**src/tap_defines.svh**
```systemverilog
// Purpose: constants for the boundary-scan test access logic
// Assumes: tap clock sampled by the 50 MHz system clock
// Notes:   included by the package and the design
//
// Overview of operation
// instruction register is three bits, shifted in least significant bit first.
// code 000 selects external test with the boundary chain between tdi and tdo.
// external test capture loads input pin levels; shift moves them out.
// external test drives output pins from chain values latched at update.
// code 100 selects sample/preload; chain in path, normal pin path kept.
// sample/preload capture takes current input and output values.
// code 110 puts the identification register between tdi and tdo.
// code 111 is bypass: one test clock of delay from tdi to tdo.
// identification register is 32 bits wide.
// identification register shifts out least significant bit first.
// id bit 0 is one, 1-11 producer, 12-27 part, 28-31 revision.
// bypass register is one flip-flop forming a one-stage serial path.
// boundary chain is 98 bits, used only under external test or sample/preload.
// each address/data pin owns an output cell (even) and input cell (odd), bits 0-15.
// the external controller steers the state machine through mode select and test clock.
// cell 16 sets pin direction: zero drives from output cells, one is high-z.
// state machine follows the standard; unlisted codes select bypass.
`ifndef TAP_DEFINES_SVH
`define TAP_DEFINES_SVH
`define IR_W          3
`define IR_EXTEST     3'h0
`define IR_SAMPLE     3'h4
`define IR_IDCODE     3'h6
`define IR_BYPASS     3'h7
`define IR_CAPTURE    3'h1
`define ID_W          32
`define CHAIN_W       98
`define PAD_N         8
`define DIR_CELL      16
`define OTHER_W       81
`endif

```
**src/tap_pkg.sv**
```systemverilog
// Purpose: types for the boundary-scan test access logic
// Assumes: tap_defines.svh sizes the fields
// Notes:   one-hot controller states
`default_nettype none
`include "tap_defines.svh"
package tap_pkg;
  typedef enum logic [15:0] {
    TLR  = 16'h0001, RTI  = 16'h0002, SDRS = 16'h0004, CDR  = 16'h0008,
    SDR  = 16'h0010, E1DR = 16'h0020, PDR  = 16'h0040, E2DR = 16'h0080,
    UDR  = 16'h0100, SIRS = 16'h0200, CIR  = 16'h0400, SIR  = 16'h0800,
    E1IR = 16'h1000, PIR  = 16'h2000, E2IR = 16'h4000, UIR  = 16'h8000
  } tap_state_t;

  typedef struct packed {
    logic [2:0]          tck_s;
    logic [1:0]          tms_s;
    logic [1:0]          tdi_s;
    logic [1:0][7:0]     pad_s;
    tap_state_t          st;
    logic [`IR_W-1:0]    ir_sh;
    logic [`IR_W-1:0]    ir;
    logic                one_bit_bypass;
    logic [`ID_W-1:0]    id_sh;
    logic [`CHAIN_W-1:0] chain_sh;
    logic [`CHAIN_W-1:0] chain_upd;
    logic                tdo;
    logic                tdo_oe_n;
    logic [7:0]          ad_out;
    logic                ad_oe_n;
  } tap_regs_t;
endpackage : tap_pkg
`default_nettype wire

```
**src/jtag_boundary_scan_port.sv**
```systemverilog
// Purpose: boundary-scan test access port with id, bypass and 98-cell chain
// Assumes: test clock is far slower than clk; all tap pins are asynchronous
// Notes:   rising and falling test clock edges are found after a two-flop synchroniser
`timescale 1ns/1ps
`default_nettype none
`include "tap_defines.svh"
module jtag_boundary_scan_port
  import tap_pkg::*;
#(
  parameter logic [10:0] PRODUCER = 11'h055, // arbitrary
  parameter logic [15:0] PART     = 16'h1234, // arbitrary
  parameter logic [3:0]  REVISION = 4'h1     // arbitrary
) (
  // system
  input  wire logic                clk,
  input  wire logic                arst_n,
  // test access port pins
  input  wire logic                tck,
  input  wire logic                tms,
  input  wire logic                tdi,
  output var  logic                tdo,
  output var  logic                tdo_oe_n,
  // address/data pads
  input  wire logic [7:0]          muxed_addr_data_pin_in,
  output var  logic [7:0]          muxed_addr_data_pin_out,
  output var  logic                muxed_addr_data_pin_oe_n,
  // core side of the address/data pads
  input  wire logic [7:0]          core_ad_out,
  input  wire logic                core_ad_oe_n,
  // remaining chain cells: captured values and latched test values
  input  wire logic [`OTHER_W-1:0] other_cell_capture,
  output var  logic [`OTHER_W-1:0] other_cell_update,
  output var  logic                extest_active
);

  localparam logic [`ID_W-1:0] ID_VALUE = {REVISION, PART, PRODUCER, 1'b1};

  tap_regs_t r;
  tap_regs_t n;

  logic rise;
  logic fall;
  logic tms_v;
  logic tdi_v;
  logic sel_chain;
  logic sel_id;
  logic sel_byp;
  logic [`CHAIN_W-1:0] cap;
  logic [`IR_W-1:0] ir_eff;

  always_comb begin
    n = r;
    n.tck_s = {r.tck_s[1:0], tck};
    n.tms_s = {r.tms_s[0], tms};
    n.tdi_s = {r.tdi_s[0], tdi};
    n.pad_s = {r.pad_s[0], muxed_addr_data_pin_in};
    rise  = r.tck_s[1] & ~r.tck_s[2];
    fall  = ~r.tck_s[1] & r.tck_s[2];
    tms_v = r.tms_s[1];
    tdi_v = r.tdi_s[1];

    // unlisted codes fall through to bypass
    unique case (r.ir)
      `IR_EXTEST, `IR_SAMPLE, `IR_IDCODE: ir_eff = r.ir;
      default:                            ir_eff = `IR_BYPASS;
    endcase
    sel_chain = (ir_eff == `IR_EXTEST) || (ir_eff == `IR_SAMPLE);
    sel_id    = (ir_eff == `IR_IDCODE);
    sel_byp   = (ir_eff == `IR_BYPASS);

    // capture vector: pads then the remaining cells
    cap = '0;
    cap[`CHAIN_W-1:`DIR_CELL+1] = other_cell_capture;
    cap[`DIR_CELL] = r.ad_oe_n;
    for (int i = 0; i < `PAD_N; i++) begin
      cap[2*i]   = r.ad_out[i];
      cap[2*i+1] = r.pad_s[1][i];
    end

    if (rise) begin
      // the controller walks this machine with tms on each rising edge
      unique case (r.st)
        TLR:  n.st = tms_v ? TLR  : RTI;
        RTI:  n.st = tms_v ? SDRS : RTI;
        SDRS: n.st = tms_v ? SIRS : CDR;
        CDR:  n.st = tms_v ? E1DR : SDR;
        SDR:  n.st = tms_v ? E1DR : SDR;
        E1DR: n.st = tms_v ? UDR  : PDR;
        PDR:  n.st = tms_v ? E2DR : PDR;
        E2DR: n.st = tms_v ? UDR  : SDR;
        UDR:  n.st = tms_v ? SDRS : RTI;
        SIRS: n.st = tms_v ? TLR  : CIR;
        CIR:  n.st = tms_v ? E1IR : SIR;
        SIR:  n.st = tms_v ? E1IR : SIR;
        E1IR: n.st = tms_v ? UIR  : PIR;
        PIR:  n.st = tms_v ? E2IR : PIR;
        E2IR: n.st = tms_v ? UIR  : SIR;
        UIR:  n.st = tms_v ? SDRS : RTI;
        default: n.st = TLR;
      endcase

      unique case (r.st)
        CIR: n.ir_sh = `IR_CAPTURE;
        SIR: n.ir_sh = {tdi_v, r.ir_sh[`IR_W-1:1]};
        CDR: begin
          if (sel_chain) n.chain_sh = cap;
          if (sel_id) n.id_sh = ID_VALUE;
          if (sel_byp) n.one_bit_bypass = 1'b0;
        end
        SDR: begin
          if (sel_chain) n.chain_sh = {tdi_v, r.chain_sh[`CHAIN_W-1:1]};
          if (sel_id) n.id_sh = {tdi_v, r.id_sh[`ID_W-1:1]};
          if (sel_byp) n.one_bit_bypass = tdi_v;
        end
        default: ;
      endcase
    end

    // update stages act on the falling edge, as the standard has it
    if (fall) begin
      unique case (r.st)
        // reset instruction on a falling edge too, so ir only moves there
        TLR: n.ir = `IR_IDCODE;
        UIR: n.ir = r.ir_sh;
        UDR: if (sel_chain) n.chain_upd = r.chain_sh;
        default: ;
      endcase
      unique case (r.st)
        SIR: begin
          n.tdo      = r.ir_sh[0];
          n.tdo_oe_n = 1'b0;
        end
        SDR: begin
          n.tdo_oe_n = 1'b0;
          if (sel_chain) n.tdo = r.chain_sh[0];
          else if (sel_id) n.tdo = r.id_sh[0];
          else n.tdo = r.one_bit_bypass;
        end
        default: n.tdo_oe_n = 1'b1;
      endcase
    end

    // pad drive: chain under external test, core otherwise
    if (ir_eff == `IR_EXTEST) begin
      for (int i = 0; i < `PAD_N; i++) n.ad_out[i] = r.chain_upd[2*i];
      n.ad_oe_n = r.chain_upd[`DIR_CELL];
    end else begin
      n.ad_out  = core_ad_out;
      n.ad_oe_n = core_ad_oe_n;
    end
  end

  always_ff @(posedge clk or negedge arst_n) begin
    if (!arst_n) begin
      r <= '0;
      r.st <= TLR;
      r.ir <= `IR_IDCODE;
      r.ir_sh <= `IR_CAPTURE;
      r.tdo_oe_n <= 1'b1;
      r.ad_oe_n <= 1'b1;
      r.chain_upd[`DIR_CELL] <= 1'b1;
    end else begin
      r <= n;
    end
  end

  assign tdo                      = r.tdo;
  assign tdo_oe_n                 = r.tdo_oe_n;
  assign muxed_addr_data_pin_out  = r.ad_out;
  assign muxed_addr_data_pin_oe_n = r.ad_oe_n;
  assign other_cell_update        = r.chain_upd[`CHAIN_W-1:`DIR_CELL+1];
  assign extest_active            = (r.ir == `IR_EXTEST);

endmodule // jtag_boundary_scan_port
`default_nettype wire

```
**config.mk**
```make
export PLATFORM = sky130hd
export DESIGN_NAME = jtag_boundary_scan_port
export DESIGN_NICKNAME = d
export VERILOG_FILES = /design/src/tap_pkg.sv /design/src/jtag_boundary_scan_port.sv
export VERILOG_INCLUDE_DIRS = /design/src
export SDC_FILE = /design/constraint.sdc
export NUM_CORES = 1
export LEC_CHECK = 0
export BUFFER_PORTS_ARGS = -buffer_cell sky130_fd_sc_hd__buf_2
export CAP_MARGIN = 20
export CORE_MARGIN = 3
export CORE_UTILIZATION = 55
export DETAILED_ROUTE_END_ITERATION = 8
export HOLD_SLACK_MARGIN = 0.05
export PLACE_DENSITY = 0.83
export REMOVE_ABC_BUFFERS = 1
export SLEW_MARGIN = 15
export SYNTH_ARGS = -nofsm -noshare
export SYNTH_HDL_FRONTEND = slang
export SYNTH_SLANG_ARGS = --single-unit
```
**constraint.sdc**
```tcl
create_clock -name clk -period 8.3 [get_ports clk]
set_clock_uncertainty 0.05 [all_clocks]
set_input_delay 0.83 -clock clk [delete_from_list [all_inputs] [get_ports clk]]
set_output_delay 0.83 -clock clk [all_outputs]
set_load 0.02 [all_outputs]
```
=== Yosys cells after proc, flatten, opt, wreduce, memory -nomap -nowiden ===
Index checks and enable logic that the tools add are counted.

* Word-level logic and storage cells: 94
* Input port bits: 103
* Register bits after elaboration: 285
* Output and inout port bits: 93

* Equal/unequal tests: 27
* Reduce and logical (&&, ||, !) cells: 19
* Muxes and demuxes: 28
* Bitwise gates (word level): 4

{| class="wikitable"
|+ Operator list
! kind !! count
|-
| 131-bit case mux with 2 select lines || 1
|-
| 98-bit two-way mux || 2
|-
| 16-bit case mux with 12 select lines || 1
|-
| 32-bit two-way mux || 2
|-
| 16-bit two-way mux || 2
|-
| 9-bit two-way mux || 3
|-
| 16-bit by 1-bit equality test with 1-bit output, second input constant || 1
|-
| 16-bit by 10-bit equality test with 1-bit output, second input constant || 1
|-
| 16-bit by 11-bit equality test with 1-bit output, second input constant || 1
|-
| 16-bit by 12-bit equality test with 1-bit output, second input constant || 1
|-
| 16-bit by 13-bit equality test with 1-bit output, second input constant || 1
|-
| 16-bit by 14-bit equality test with 1-bit output, second input constant || 1
|-
| 16-bit by 15-bit equality test with 1-bit output, second input constant || 1
|-
| 16-bit equality test, second input constant || 1
|-
| 16-bit by 2-bit equality test with 1-bit output, second input constant || 1
|-
| 16-bit by 3-bit equality test with 1-bit output, second input constant || 1
|-
| 16-bit by 4-bit equality test with 1-bit output, second input constant || 1
|-
| 16-bit by 5-bit equality test with 1-bit output, second input constant || 1
|-
| 16-bit by 6-bit equality test with 1-bit output, second input constant || 1
|-
| 16-bit by 7-bit equality test with 1-bit output, second input constant || 1
|-
| 16-bit by 8-bit equality test with 1-bit output, second input constant || 1
|-
| 16-bit by 9-bit equality test with 1-bit output, second input constant || 1
|-
| 3-bit equality test, second input constant || 5
|-
| 15-bit two-way mux || 1
|-
| other kinds (21) || 45
|}

=== Depth between registers and ports, before layout ===
Gate-level depths: netlist of run 1.

* Depth in word-level cells: 7
* Gate-level depth with buffers: 10
* Gate-level depth less buffers: 5

=== Least setup slack after synthesis of run 1 ===
OpenSTA, ideal clock, no wires.

* Path kind: flip-flop to flip-flop
* Start: reg r[247] in the netlist's numbering
* End: reg r (netlist bit other_cell_update[0])
* Buffers on the path: 2
* Data arrival time: 2.507 ns
* Setup slack: 5.619 ns
* Required time: 8.125 ns
* Clock period less this slack: 2.681 ns
* Cell stages (with the launch flop): 8
* Path through: dfrtp_1 > or4_1 > buf_2 > nor2_4 > nand2_1 > nor4_4 > buf_6 > mux2_2

* Word-level cells in the longest chain between the ends: 2

{| class="wikitable"
|+ Ends and longest elaborated chain
! item !! RTL line !! RTL
|-
| start, declared || jtag_boundary_scan_port.sv:38 || <nowiki>tap_regs_t r;</nowiki>
|-
| start signal, assigned || jtag_boundary_scan_port.sv:163 || <nowiki>r <= n;</nowiki>
|-
| 16-bit by 9-bit equality test with 1-bit output || jtag_boundary_scan_port.sv:121 || <nowiki>unique case (r.st)</nowiki>
|-
| 3-bit AND reduction (no source line) || -- ||
|}

Every way passes these cells.
A chain may end at the register's enable or synchronous reset.

=== Worst setup path after layout of run 1 ===
* Start: reg r[257] in the netlist's numbering
* End: reg r[144] in the netlist's numbering

* Word-level cells in the longest chain between the ends: 3
* Elaborated cells between the ends (all ways): 7
* Those cells by class: eq/ne: 4; mux: 1; reduce/logical: 2

{| class="wikitable"
|+ Ends and longest elaborated chain
! item !! RTL line !! RTL
|-
| 16-bit by 4-bit equality test with 1-bit output / 16-bit by 5-bit equality test with 1-bit output (equally long branches) || jtag_boundary_scan_port.sv:102 || <nowiki>unique case (r.st)</nowiki>
|-
| 2-bit != test (no source line) / 2-bit nonzero test (equally long branches) || -- ||
|-
| 4-bit AND reduction (no source line) || -- ||
|}

Parallel ways exist; a longest one is shown, timed or not.

==> results of run 1 <==
final timing paths:
check | startpoint | to
worst max-delay path | r[257] | r[144]
worst min-delay path | n[281] | r[281]
worst max register to register | r[257] | r[144]
worst min register to register | n[281] | r[281]
max in group asynchronous | arst_n | r[11]
min in group asynchronous | arst_n | r[259]
kinds of logic after synthesis:
logic type,synth area share (%)
flip-flops,56.74
buffers and inverters,8.418
AO/OA/AOI/OAI,6.935
XOR/XNOR,0.5012
multiplexers,17.33
AND/OR/NAND/NOR,10.09
sequential cells by signal, summed over array words and instances, names as in the netlist:
signal                    count
tdo_oe_n                      1
cap                           8
tdo                           1
muxed_addr_data_pin_oe_n      1
n                            12
other_cell_update            81
r                           165
muxed_addr_data_pin_out       8
routing by layer:
layer | GRT usage (%) | vias to the layer above | wire (um)
met1 | 27.53 | 3891 | 10530
met3 | 6.287 | 43 | 1945
met5 | 0 | - | 7
met2 | 33.94 | 205 | 12040
met4 | 4.415 | 2 | 490
li1 | - | 3772 | -
cell type report:
| cell class | count | area, um2 |
|---|---|---|
| fill | 1644 | 7752 |
| sequential | 277 | 6940 |
| multi-input combinational | 637 | 4274 |
| timing repair buffer | 207 | 1096 |
| clock buffer | 40 | 807.0 |
| tap | 275 | 344.1 |
| clock inverter | 11 | 190.2 |
| inverter | 4 | 15.01 |
report_power, final:
group | internal [mW] | total, mW | switching, mW
sequential | 1.40 | 1.43 | 0.0340
combinational | 0.0819 | 0.205 | 0.123
clock | 0.831 | 1.35 | 0.516
total | 2.31 | 2.98 | 0.673
cell usage after synthesis (all sizes together):
| cell | instances | area (um2) |
|---|---|---|
| a22o | 3 | 26.28 |
| nor2b | 2 | 12.51 |
| or4 | 5 | 41.29 |
| a32oi | 2 | 17.52 |
| a211oi | 1 | 7.510 |
| or3 | 1 | 6.260 |
| buf | 117 | 864.6 |
| a211o | 1 | 8.760 |
| o21ai | 134 | 670.6 |
| o41ai | 2 | 17.52 |
| clkbuf | 40 | 150.1 |
| a21oi | 4 | 20.02 |
| or2 | 1 | 6.260 |
| nand3b | 1 | 7.510 |
| nand2b | 3 | 18.77 |
| nand2 | 163 | 611.8 |
| o22ai | 1 | 6.260 |
| o31ai | 4 | 30.03 |
| xor2 | 4 | 35.03 |
| inv | 4 | 15.01 |
| nor4bb | 1 | 10.01 |
| nor4b | 3 | 26.28 |
| or4b | 4 | 40.04 |
| o211ai | 1 | 7.510 |
| nand4b | 1 | 8.760 |
| mux2 | 102 | 1149 |
| nand4 | 10 | 62.56 |
| a21o | 1 | 7.510 |
| and4 | 1 | 8.760 |
| a2bb2oi | 1 | 8.760 |
| nand3 | 6 | 30.03 |
| dfstp | 7 | 183.9 |
| dfrtp | 270 | 6756 |
| and3 | 2 | 12.51 |
| mux2i | 97 | 970.9 |
| nor3 | 19 | 95.09 |
| xnor2 | 3 | 26.28 |
| nor4 | 8 | 65.06 |
| and2 | 1 | 6.260 |
| a31oi | 2 | 12.51 |
| nor2 | 41 | 163.9 |
| a22oi | 1 | 7.510 |
stage by stage:
step            TNS, ns  util, %  hold WS [ns]  setup slack, ns  total power [mW]
6_report              0    63.81        0.2929            4.609             2.982
2_1_floorplan  -1055.65        -        0.2812           -8.909             1.567
3_5_place_dp          0    59.02        0.2847            4.680             1.658
3_3_place_gp          0    59.02        0.2810            4.713             1.650
5_1_grt               0    63.81        0.3040            4.390             3.099
4_1_cts               0    63.68        0.2956            4.648             3.007
worst max-delay path: stages, from the launching register on:
cell                      delay [ns]
sky130_fd_sc_hd__dfrtp_1        0.48
sky130_fd_sc_hd__or4_1          0.66
sky130_fd_sc_hd__nor4_2         0.40
sky130_fd_sc_hd__buf_4          0.54
sky130_fd_sc_hd__buf_4          0.88
sky130_fd_sc_hd__mux2i_1        0.28
sky130_fd_sc_hd__o21ai_0        0.13
==> impl_metrics.toml, run 1 <==
[yosys]
ys.warnings.count = 0
area_of_the_mapped_netlist_mm2 = 0.01223
yosysSeqAreaShare_pct = 56.74
avgSynthCellArea_um2 = 11.38
postSynthRegisterBits = 277
synth.lib_cells_used.distinct = 50
syn-instance-count = 1075

[detailed_routing]
ant_nets = 0
dr_total_vias = 7913
wire_per_inst_um = 17.24
drc_violations_left = 0
detail_route.iter0.violations = 457
total_wirelength_um = 25010
detailedRoute.firstPassIterationCount = 5
vias_per_cell = 5.453

[clock_network]
post_cts.resized_instances = 0
clock-root-buffer = "sky130_fd_sc_hd__clkbuf_16"
clk-insertion-delay-late_ns = 0.53
cts.clk_slew.worst_paths_ns = 0.06
cts_tree = "done"
ctsLongestPathBuffers = 3
cts_hold_repair.buffers = 0
cts_buffers = 29
ctsHtreeMaxLevel = 1
cts_num_sinks = 277
setup_fix_buffers_added_after_clock_tree_synthesis = 0

[timing]
setup_viol_count_final = 0
grt_setup_unrepaired = "false"
period_needed_ns = 3.691
min_period_over_period_pct = 44.47
timing.fmax_mhz = 270.9
drv_slew = 0
max_slew.worst_pin.slew_ns = 1.041
hold_viol = 0
slew_headroom_pct = 30.62

[place]
place_hpwl_um = 16370
place.gp.congestion = 0.8438
io_buffers = 195
dpl_cell_area_mm2 = 0.01264
dpl.cell_count = 1399

[setup_path]
rrSetupSlack_ns = 4.61
rr_worst_depth = 6
worstSetupStartpointType = "flip-flop"
crit_type = "flip-flop to flip-flop"
required_time_of_the_worst_setup_path_ns = 8.59
critical_path.endpoint_type = "flip-flop"
worst_path_fanout_max = 68
cp.arrival_ns = 3.98

[grt]
grt_first_pass_wirelength_um = 41410
global_route.overflow_total = 0
antenna_found_initial = 1
maximum_number_of_pins_on_one_net_before_global_route_repair = 128
groute.usage.overall_pct = 20.69
first_global_vias = 8007

[die]
boundaryPins = 196
initial_core_util_pct = 57.11
die_w_um = 155.1
core_area_mm2 = 0.02142
placementRows = 53
die_h_um = 155.1
die_area_mm2 = 0.02407

[status]
run_status = "finished clean"

[finish]
insertedDiodeCount = 0
finalNetCount = 1259
final_common_cell = "sky130_fd_sc_hd__dfrtp_1"
most-common-layout-cells = "270 x sky130_fd_sc_hd__dfrtp_1, 194 x sky130_fd_sc_hd__buf_2, 163 x sky130_fd_sc_hd__nand2_1, 107 x sky130_fd_sc_hd__o21ai_0, 97 x sky130_fd_sc_hd__mux2i_1"
syn2layout_area_growth_pct = 11.72
final_area_mm2 = 0.01367
final-instance-count-excl-fill = 1451
fraction_of_layout_instances_using_a_drive_strength_above_1_pct = 29.76

[hold_path]
hold_depth = 0
min-delay-path-class = "flip-flop to flip-flop"

[power_and_ir_drop]
total_leakage_power_nw = 6.622
max-vdd-ir-drop_mv = 0.1588
power-per-cell-area_mw_per_mm2 = 218.2

[flow_run]
maxCapViolCount = 0
No activity file was read; power rests on OpenSTA's default activity.
==> run 2: changes to the inputs <==
--- a/config.mk
+++ b/config.mk
@@ -9,10 +9,10 @@
 export BUFFER_PORTS_ARGS = -buffer_cell sky130_fd_sc_hd__buf_2
 export CAP_MARGIN = 20
 export CORE_MARGIN = 3
-export CORE_UTILIZATION = 55
+export CORE_UTILIZATION = 51
 export DETAILED_ROUTE_END_ITERATION = 8
 export HOLD_SLACK_MARGIN = 0.05
-export PLACE_DENSITY = 0.83
+export PLACE_DENSITY = 0.81
 export REMOVE_ABC_BUFFERS = 1
 export SLEW_MARGIN = 15
 export SYNTH_ARGS = -nofsm -noshare
==> constraint.sdc (replaced) <==
create_clock -name clk -period 3.3 [get_ports clk]
set_clock_uncertainty 0.05 [all_clocks]
set_input_delay 0.33 -clock clk [delete_from_list [all_inputs] [get_ports clk]]
set_output_delay 0.33 -clock clk [all_outputs]
set_load 0.02 [all_outputs]
==> run 2 against run 1 <==
Against the previous run:
- non-clock buffer count is 98 higher
- utilization shrank 1.0 points
- sequential power grew to 2.5 times the previous value
- worst hold slack got worse by 0.23 ns
- sequential share of layout area down 3.8 points
- clock power grew to 2.6 times the previous value
- first-iteration DRC count grew 16%
- register-to-register slack worse by 4.3 ns
- clock-buffer cell count did not move
- via count increased by 6.9%
- critical endpoint is now r[142]
- highest routed layer is now met4
==> impl_metrics.toml, run 2 (synthesized netlist as in run 1, its figures left out) <==
[die]
die_h_um = 160.9
die_area_mm2 = 0.02588
placementRows = 56
boundaryPins = 196
core_area_mm2 = 0.02354
die_w_um = 160.9
initial_core_util_pct = 51.96

[timing]
max_slew.worst_pin.slew_ns = 1.016
min_period_over_period_pct = 89.99
hold_viol = 0
timing.hold.ws_ns = 0.05998
drv_slew = 0
period_needed_ns = 2.970
slew_headroom_pct = 32.27
setup_viol_count_final = 0
grt_setup_unrepaired = "false"
timing.fmax_mhz = 336.7

[power_and_ir_drop]
total_leakage_power_nw = 7.082
power-per-cell-area_mw_per_mm2 = 523.6
max-vdd-ir-drop_mv = 0.4713
intPower_mw = 5.959
power.net_switching_mw = 1.782
power.share.switching_pct = 23.02
power.combinational.fraction_pct = 7.8
report.power.total_mw = 7.741
p_clk_share_pct = 45.7
share_seq_of_total_power_pct = 46.5

[detailed_routing]
ant_nets = 0
detail_route.iter0.violations = 531
drc_violations_left = 0
vias_per_cell = 5.298
total_wirelength_um = 27650
wire_per_inst_um = 17.32
detailedRoute.firstPassIterationCount = 4
dr_total_vias = 8456

[finish]
fraction_of_layout_instances_using_a_drive_strength_above_1_pct = 28.50
final-instance-count-excl-fill = 1596
largest-register = "r"
largest_register_ffs = 165
insertedDiodeCount = 0
final_common_cell = "sky130_fd_sc_hd__dfrtp_1"
utilization_pct = 62.79
finalNetCount = 1357
most-common-layout-cells = "270 x sky130_fd_sc_hd__dfrtp_1, 194 x sky130_fd_sc_hd__buf_2, 163 x sky130_fd_sc_hd__nand2_1, 107 x sky130_fd_sc_hd__o21ai_0, 97 x sky130_fd_sc_hd__mux2i_1"
final_area_mm2 = 0.01478
syn2layout_area_growth_pct = 20.84

[setup_path]
timing.critical_path.slowest_cell_delay_ns = 0.66
endpoint = "r[142]"
critical_path.endpoint_type = "flip-flop"
worstReg2RegEnd = "r[142]"
crit_buf_inv = 2
worst_setup_path_startpoint = "r[257]"
crit_type = "flip-flop to flip-flop"
path_cells = "or4_1, nor4_2, buf_12, buf_4, mux2i_1, o21ai_0"
crit-reg2reg-launch = "r[257]"
worstSetupStartpointType = "flip-flop"
slowest_stage = "sky130_fd_sc_hd__or4_1"
required_time_of_the_worst_setup_path_ns = 3.60
critical-path-top-delay-family = "simple AND/OR/NAND/NOR gates"
rrSetupSlack_ns = 0.33
cp.arrival_ns = 3.27
worst_path_fanout_max = 45
rr_worst_depth = 6
cp_num_cells = 6

[grt]
first_global_vias = 8890
grt_first_pass_wirelength_um = 45660
groute.usage.overall_pct = 21.21
antenna_found_initial = 0
global_route.overflow_total = 0
maximum_number_of_pins_on_one_net_before_global_route_repair = 111

[place]
place_hpwl_um = 16500
dpl.cell_count = 1452
dpl_cell_area_mm2 = 0.01283
io_buffers = 195
place.gp.congestion = 0.8431

[clock_network]
ctsLongestPathBuffers = 3
ctsHtreeMaxLevel = 1
clock-root-buffer = "sky130_fd_sc_hd__clkbuf_16"
clk-insertion-delay-late_ns = 0.54
cts_buffers = 29
cts.clk_slew.worst_paths_ns = 0.07
cts_tree = "done"
setup_fix_buffers_added_after_clock_tree_synthesis = 0
cts_num_sinks = 277

[hold_path]
min-delay-path-class = "input pin to flip-flop"

[flow_run]
maxCapViolCount = 0

[status]
run_status = "finished clean"
-- run 2: cell count changes in the layout (fill, tap and decap cells not counted) --
cell,delta
sky130_fd_sc_hd__clkbuf_8,+3
sky130_fd_sc_hd__buf_12,+5
sky130_fd_sc_hd__dlygate4sd3_1,+90
sky130_fd_sc_hd__buf_16,-1
sky130_fd_sc_hd__clkbuf_1,-3
sky130_fd_sc_hd__clkinvlp_4,-1
sky130_fd_sc_hd__inv_6,+1
sky130_fd_sc_hd__buf_4,+4
sky130_fd_sc_hd__clkinv_4,+3
-- run 2: how the worst min path moves through the flow --
stage	from	to	slack, ns	depth (start not counted)
floorplan	arst_n	cap[11]	-0.02	0
global placement	arst_n	tdo	0.22	1
detailed placement	arst_n	tdo	0.23	1
CTS	other_cell_capture[37]	r[163]	0.05	3
global route	other_cell_capture[17]	r[143]	0.07	3
finish	other_cell_capture[37]	r[163]	0.06	3
-- run 2: final cells by class --
| class | count | area (um2) |
|---|---|---|
| Clock inverter | 14 | 217.7 |
| Sequential cell | 277 | 6940 |
| Clock buffer | 40 | 837.1 |
| Timing Repair Buffer | 305 | 2100 |
| Inverter | 4 | 15.01 |
| Multi-Input combinational cell | 637 | 4274 |
| Fill cell | 1802 | 8760 |
| Tap cell | 319 | 399.1 |
-- run 2: tightest hold or removal path, cell delays in order --
cell and delay (ns):
sky130_fd_sc_hd__buf_2 0.08, sky130_fd_sc_hd__mux2i_1 0.05, sky130_fd_sc_hd__o21ai_0 0.15
-- run 2: routing by layer --
layer | up-vias | track usage (%) | wire length [um]
met2 | 203 | 36.20 | 13720
met3 | 41 | 5.159 | 1670
li1 | 3979 | - | -
met5 | - | 0 | 0
met4 | 0 | 4.693 | 495
met1 | 4233 | 27.74 | 11760
-- run 2: through the flow --
stage	setup WS [ns]	TNS, ns
finish	0.3303	0
global route	0.1537	0
CTS	0.4035	0
detailed placement	0.4499	0
global placement	0.5016	0
floorplan	-13.91	-1813.27
-- run 2: what timing repair did --
action | 4_1_cts | 5_1_grt
hold buffers | 90 | 0
hold endpoints to repair | 136 | 0
gates resized for setup | 0 | 0
-- run 2: power by group through the flow --
stage | sequential [mW] | combinational, mW | clock (mW)
floorplan | 3.64 | 0.300 | 0
global placement | 3.65 | 0.501 | 0
detailed placement | 3.66 | 0.513 | 0
CTS | 3.60 | 0.603 | 3.59
global route | 3.61 | 0.671 | 3.75
finish | 3.60 | 0.606 | 3.54
==> run 3: changes to the inputs <==
--- a/config.mk
+++ b/config.mk
@@ -9,10 +9,10 @@
 export BUFFER_PORTS_ARGS = -buffer_cell sky130_fd_sc_hd__buf_2
 export CAP_MARGIN = 20
 export CORE_MARGIN = 3
-export CORE_UTILIZATION = 51
+export CORE_UTILIZATION = 55
 export DETAILED_ROUTE_END_ITERATION = 8
 export HOLD_SLACK_MARGIN = 0.05
-export PLACE_DENSITY = 0.81
+export PLACE_DENSITY = 0.83
 export REMOVE_ABC_BUFFERS = 1
 export SLEW_MARGIN = 15
 export SYNTH_ARGS = -nofsm -noshare
==> constraint.sdc (replaced) <==
create_clock -name clk -period 3 [get_ports clk]
set_clock_uncertainty 0.05 [all_clocks]
set_input_delay 0 -clock clk [delete_from_list [all_inputs] [get_ports clk]]
set_output_delay 0 -clock clk [all_outputs]
set_load 0.02 [all_outputs]
==> run 3 against run 2 <==
Against the previous run:
- final area increased by 1.2%
- clock-buffer cell count increased by 1
- flip-flop and latch count is the same
- global-route usage grew 3.3 points
- sequential power is 10% higher
- combinational power grew 19%
- via count increased by 3.7%
- worst setup slack worse by 0.14 ns
- sequential share of layout area fell by 0.53 points
- worst hold slack better by 0.013 ns
- critical endpoint is now r[169]
==> impl_metrics.toml, run 3 (synthesized netlist as in run 1, its figures left out) <==
[grt]
grt_most_used_layer = "met2"
grt.met3_usage_pct = 5.841
met2_usage_pct = 42.35
maximum_number_of_pins_on_one_net_before_global_route_repair = 151
grt_first_pass_wirelength_um = 48420
global_route.usage.met1_pct = 30.13
groute.usage.overall_pct = 24.52
antenna_found_initial = 2
global_route.overflow_total = 0
first_global_vias = 9288

[die]
core_area_mm2 = 0.02142
die_h_um = 155.1
boundaryPins = 196
placementRows = 53
die_area_mm2 = 0.02407
initial_core_util_pct = 57.11
die_w_um = 155.1

[detailed_routing]
vias_per_cell = 5.590
ant_nets = 0
detail_route.iter0.violations = 528
drc_violations_left = 0
total_wirelength_um = 29680
wire_per_inst_um = 18.92
detailedRoute.firstPassIterationCount = 5
dr_total_vias = 8770

[finish]
most-common-layout-cells = "270 x sky130_fd_sc_hd__dfrtp_1, 194 x sky130_fd_sc_hd__buf_2, 163 x sky130_fd_sc_hd__nand2_1, 107 x sky130_fd_sc_hd__o21ai_0, 106 x sky130_fd_sc_hd__dlygate4sd3_1"
final_area_mm2 = 0.01495
largest_register_ffs = 165
sequential_cell_area_mm2 = 0.006940
fraction_of_layout_instances_using_a_drive_strength_above_1_pct = 27.86
final_common_cell = "sky130_fd_sc_hd__dfrtp_1"
finalNetCount = 1373
multiInputGateArea_mm2 = 0.004274
num-fill-cells = 1426
largest-register = "r"
syn2layout_area_growth_pct = 22.24
utilization_pct = 69.81

[setup_path]
cp.arrival_ns = 3.14
crit-reg2reg-launch = "r[257]"
worstSetupStartpointType = "flip-flop"
crit_type = "flip-flop to flip-flop"
required_time_of_the_worst_setup_path_ns = 3.34
critical_path.endpoint_type = "flip-flop"
rr_worst_depth = 5
rrSetupSlack_ns = 0.19
worstReg2RegEnd = "r[169]"
worst_path_fanout_max = 50

[hold_path]
timing.hold.worst_endpoint = "n[270]"
hold_depth = 2
min-delay-path-class = "input pin to flip-flop"
hold_path.startpoint = "muxed_addr_data_pin_in[0]"

[place]
dpl_cell_area_mm2 = 0.01285
place.gp.congestion = 0.8606
io_buffers = 195
detailedPlace.worstSlack_ns = 0.3014
place_hpwl_um = 17020

[power_and_ir_drop]
report.power.total_mw = 8.541
share_seq_of_total_power_pct = 46.4
total_leakage_power_nw = 7.168
p_clk_share_pct = 45.2
power.combinational.fraction_pct = 8.4
power.net_switching_mw = 1.935
power-per-cell-area_mw_per_mm2 = 571.2
intPower_mw = 6.606
max-vdd-ir-drop_mv = 0.4873
power.share.switching_pct = 22.65

[timing]
grt_setup_unrepaired = "false"
setup_viol_count_final = 0
hold_viol = 0
layout_setup_ws_ns = 0.1941
period_needed_ns = 2.806
drv_slew = 0
timing.hold.ws_ns = 0.07251
slew_headroom_pct = 37.12
min_period_over_period_pct = 93.53
max_slew.worst_pin.slew_ns = 0.9380
timing.fmax_mhz = 356.4

[clock_network]
cts.clk_slew.worst_paths_ns = 0.07
clk-insertion-delay-late_ns = 0.53
cts_tree = "done"
clock-root-buffer = "sky130_fd_sc_hd__clkbuf_16"
ctsLongestPathBuffers = 3
ctsHtreeMaxLevel = 1
post_cts.resized_instances = 0
cts_buffers = 28
setup_fix_buffers_added_after_clock_tree_synthesis = 0
cts_num_sinks = 277

[status]
run_status = "finished clean"

[flow_run]
maxCapViolCount = 0
[run 3: area by class of cell]
cell class / instances / share of cell area (%)
flip-flops and latches: 277 / 46.41
multi-input cells: 637 / 28.58
repair buffers: 322 / 15.66
clock buffers: 41 / 5.489
well taps: 275 / 2.301
clock inverters: 11 / 1.414
inverters: 4 / 0.1004
diodes: 2 / 0.03347
[run 3: timing repair]
item	CTS	global route
endpoints found under the hold margin	244	0
endpoints found under the setup margin	0	0
hold buffers	106	0
[run 3: metrics by stage]
stage | std cells | TNS [ns]
2_1_floorplan | 918 | -1876.88
3_3_place_gp | 1409 | 0
3_5_place_dp | 1409 | 0
4_1_cts | 1567 | 0
5_1_grt | 1569 | 0
6_report | 1569 | 0
[run 3: power groups by stage]
stage | Sequential [mW] | Clock (mW) | Combinational (mW)
5_1_grt | 3.97 | 4.10 | 0.787
6_report | 3.96 | 3.86 | 0.719
3_3_place_gp | 4.01 | 0 | 0.569
2_1_floorplan | 4.00 | 0 | 0.331
3_5_place_dp | 4.02 | 0 | 0.592
4_1_cts | 3.95 | 3.91 | 0.706
[run 3: worst max-delay path, stage by stage, from the launching register on]
cell	delay [ns]
sky130_fd_sc_hd__dfrtp_1	0.49
sky130_fd_sc_hd__or4_1	0.66
sky130_fd_sc_hd__nor4_2	0.57
sky130_fd_sc_hd__buf_12	0.39
sky130_fd_sc_hd__mux2i_1	0.33
sky130_fd_sc_hd__o21ai_0	0.11
[run 3: how the worst max path moves through the flow]
stage	from	end	slack, ns
floorplan	r[258]	r[206]	-14.21
global placement	r[254]	r[127]	0.34
detailed placement	r[247]	r[142]	0.30
CTS	r[247]	r[142]	0.26
global route	r[257]	r[168]	0.07
finish	r[257]	r[169]	0.19
[run 3: layer usage]
| metal | wire length [um] | share of wire [%] |
|---|---|---|
| met1 | 11440 | 39 |
| met2 | 15300 | 52 |
| met3 | 1901 | 6.4 |
| met4 | 1042 | 3.5 |
| met5 | 0 | 0 |
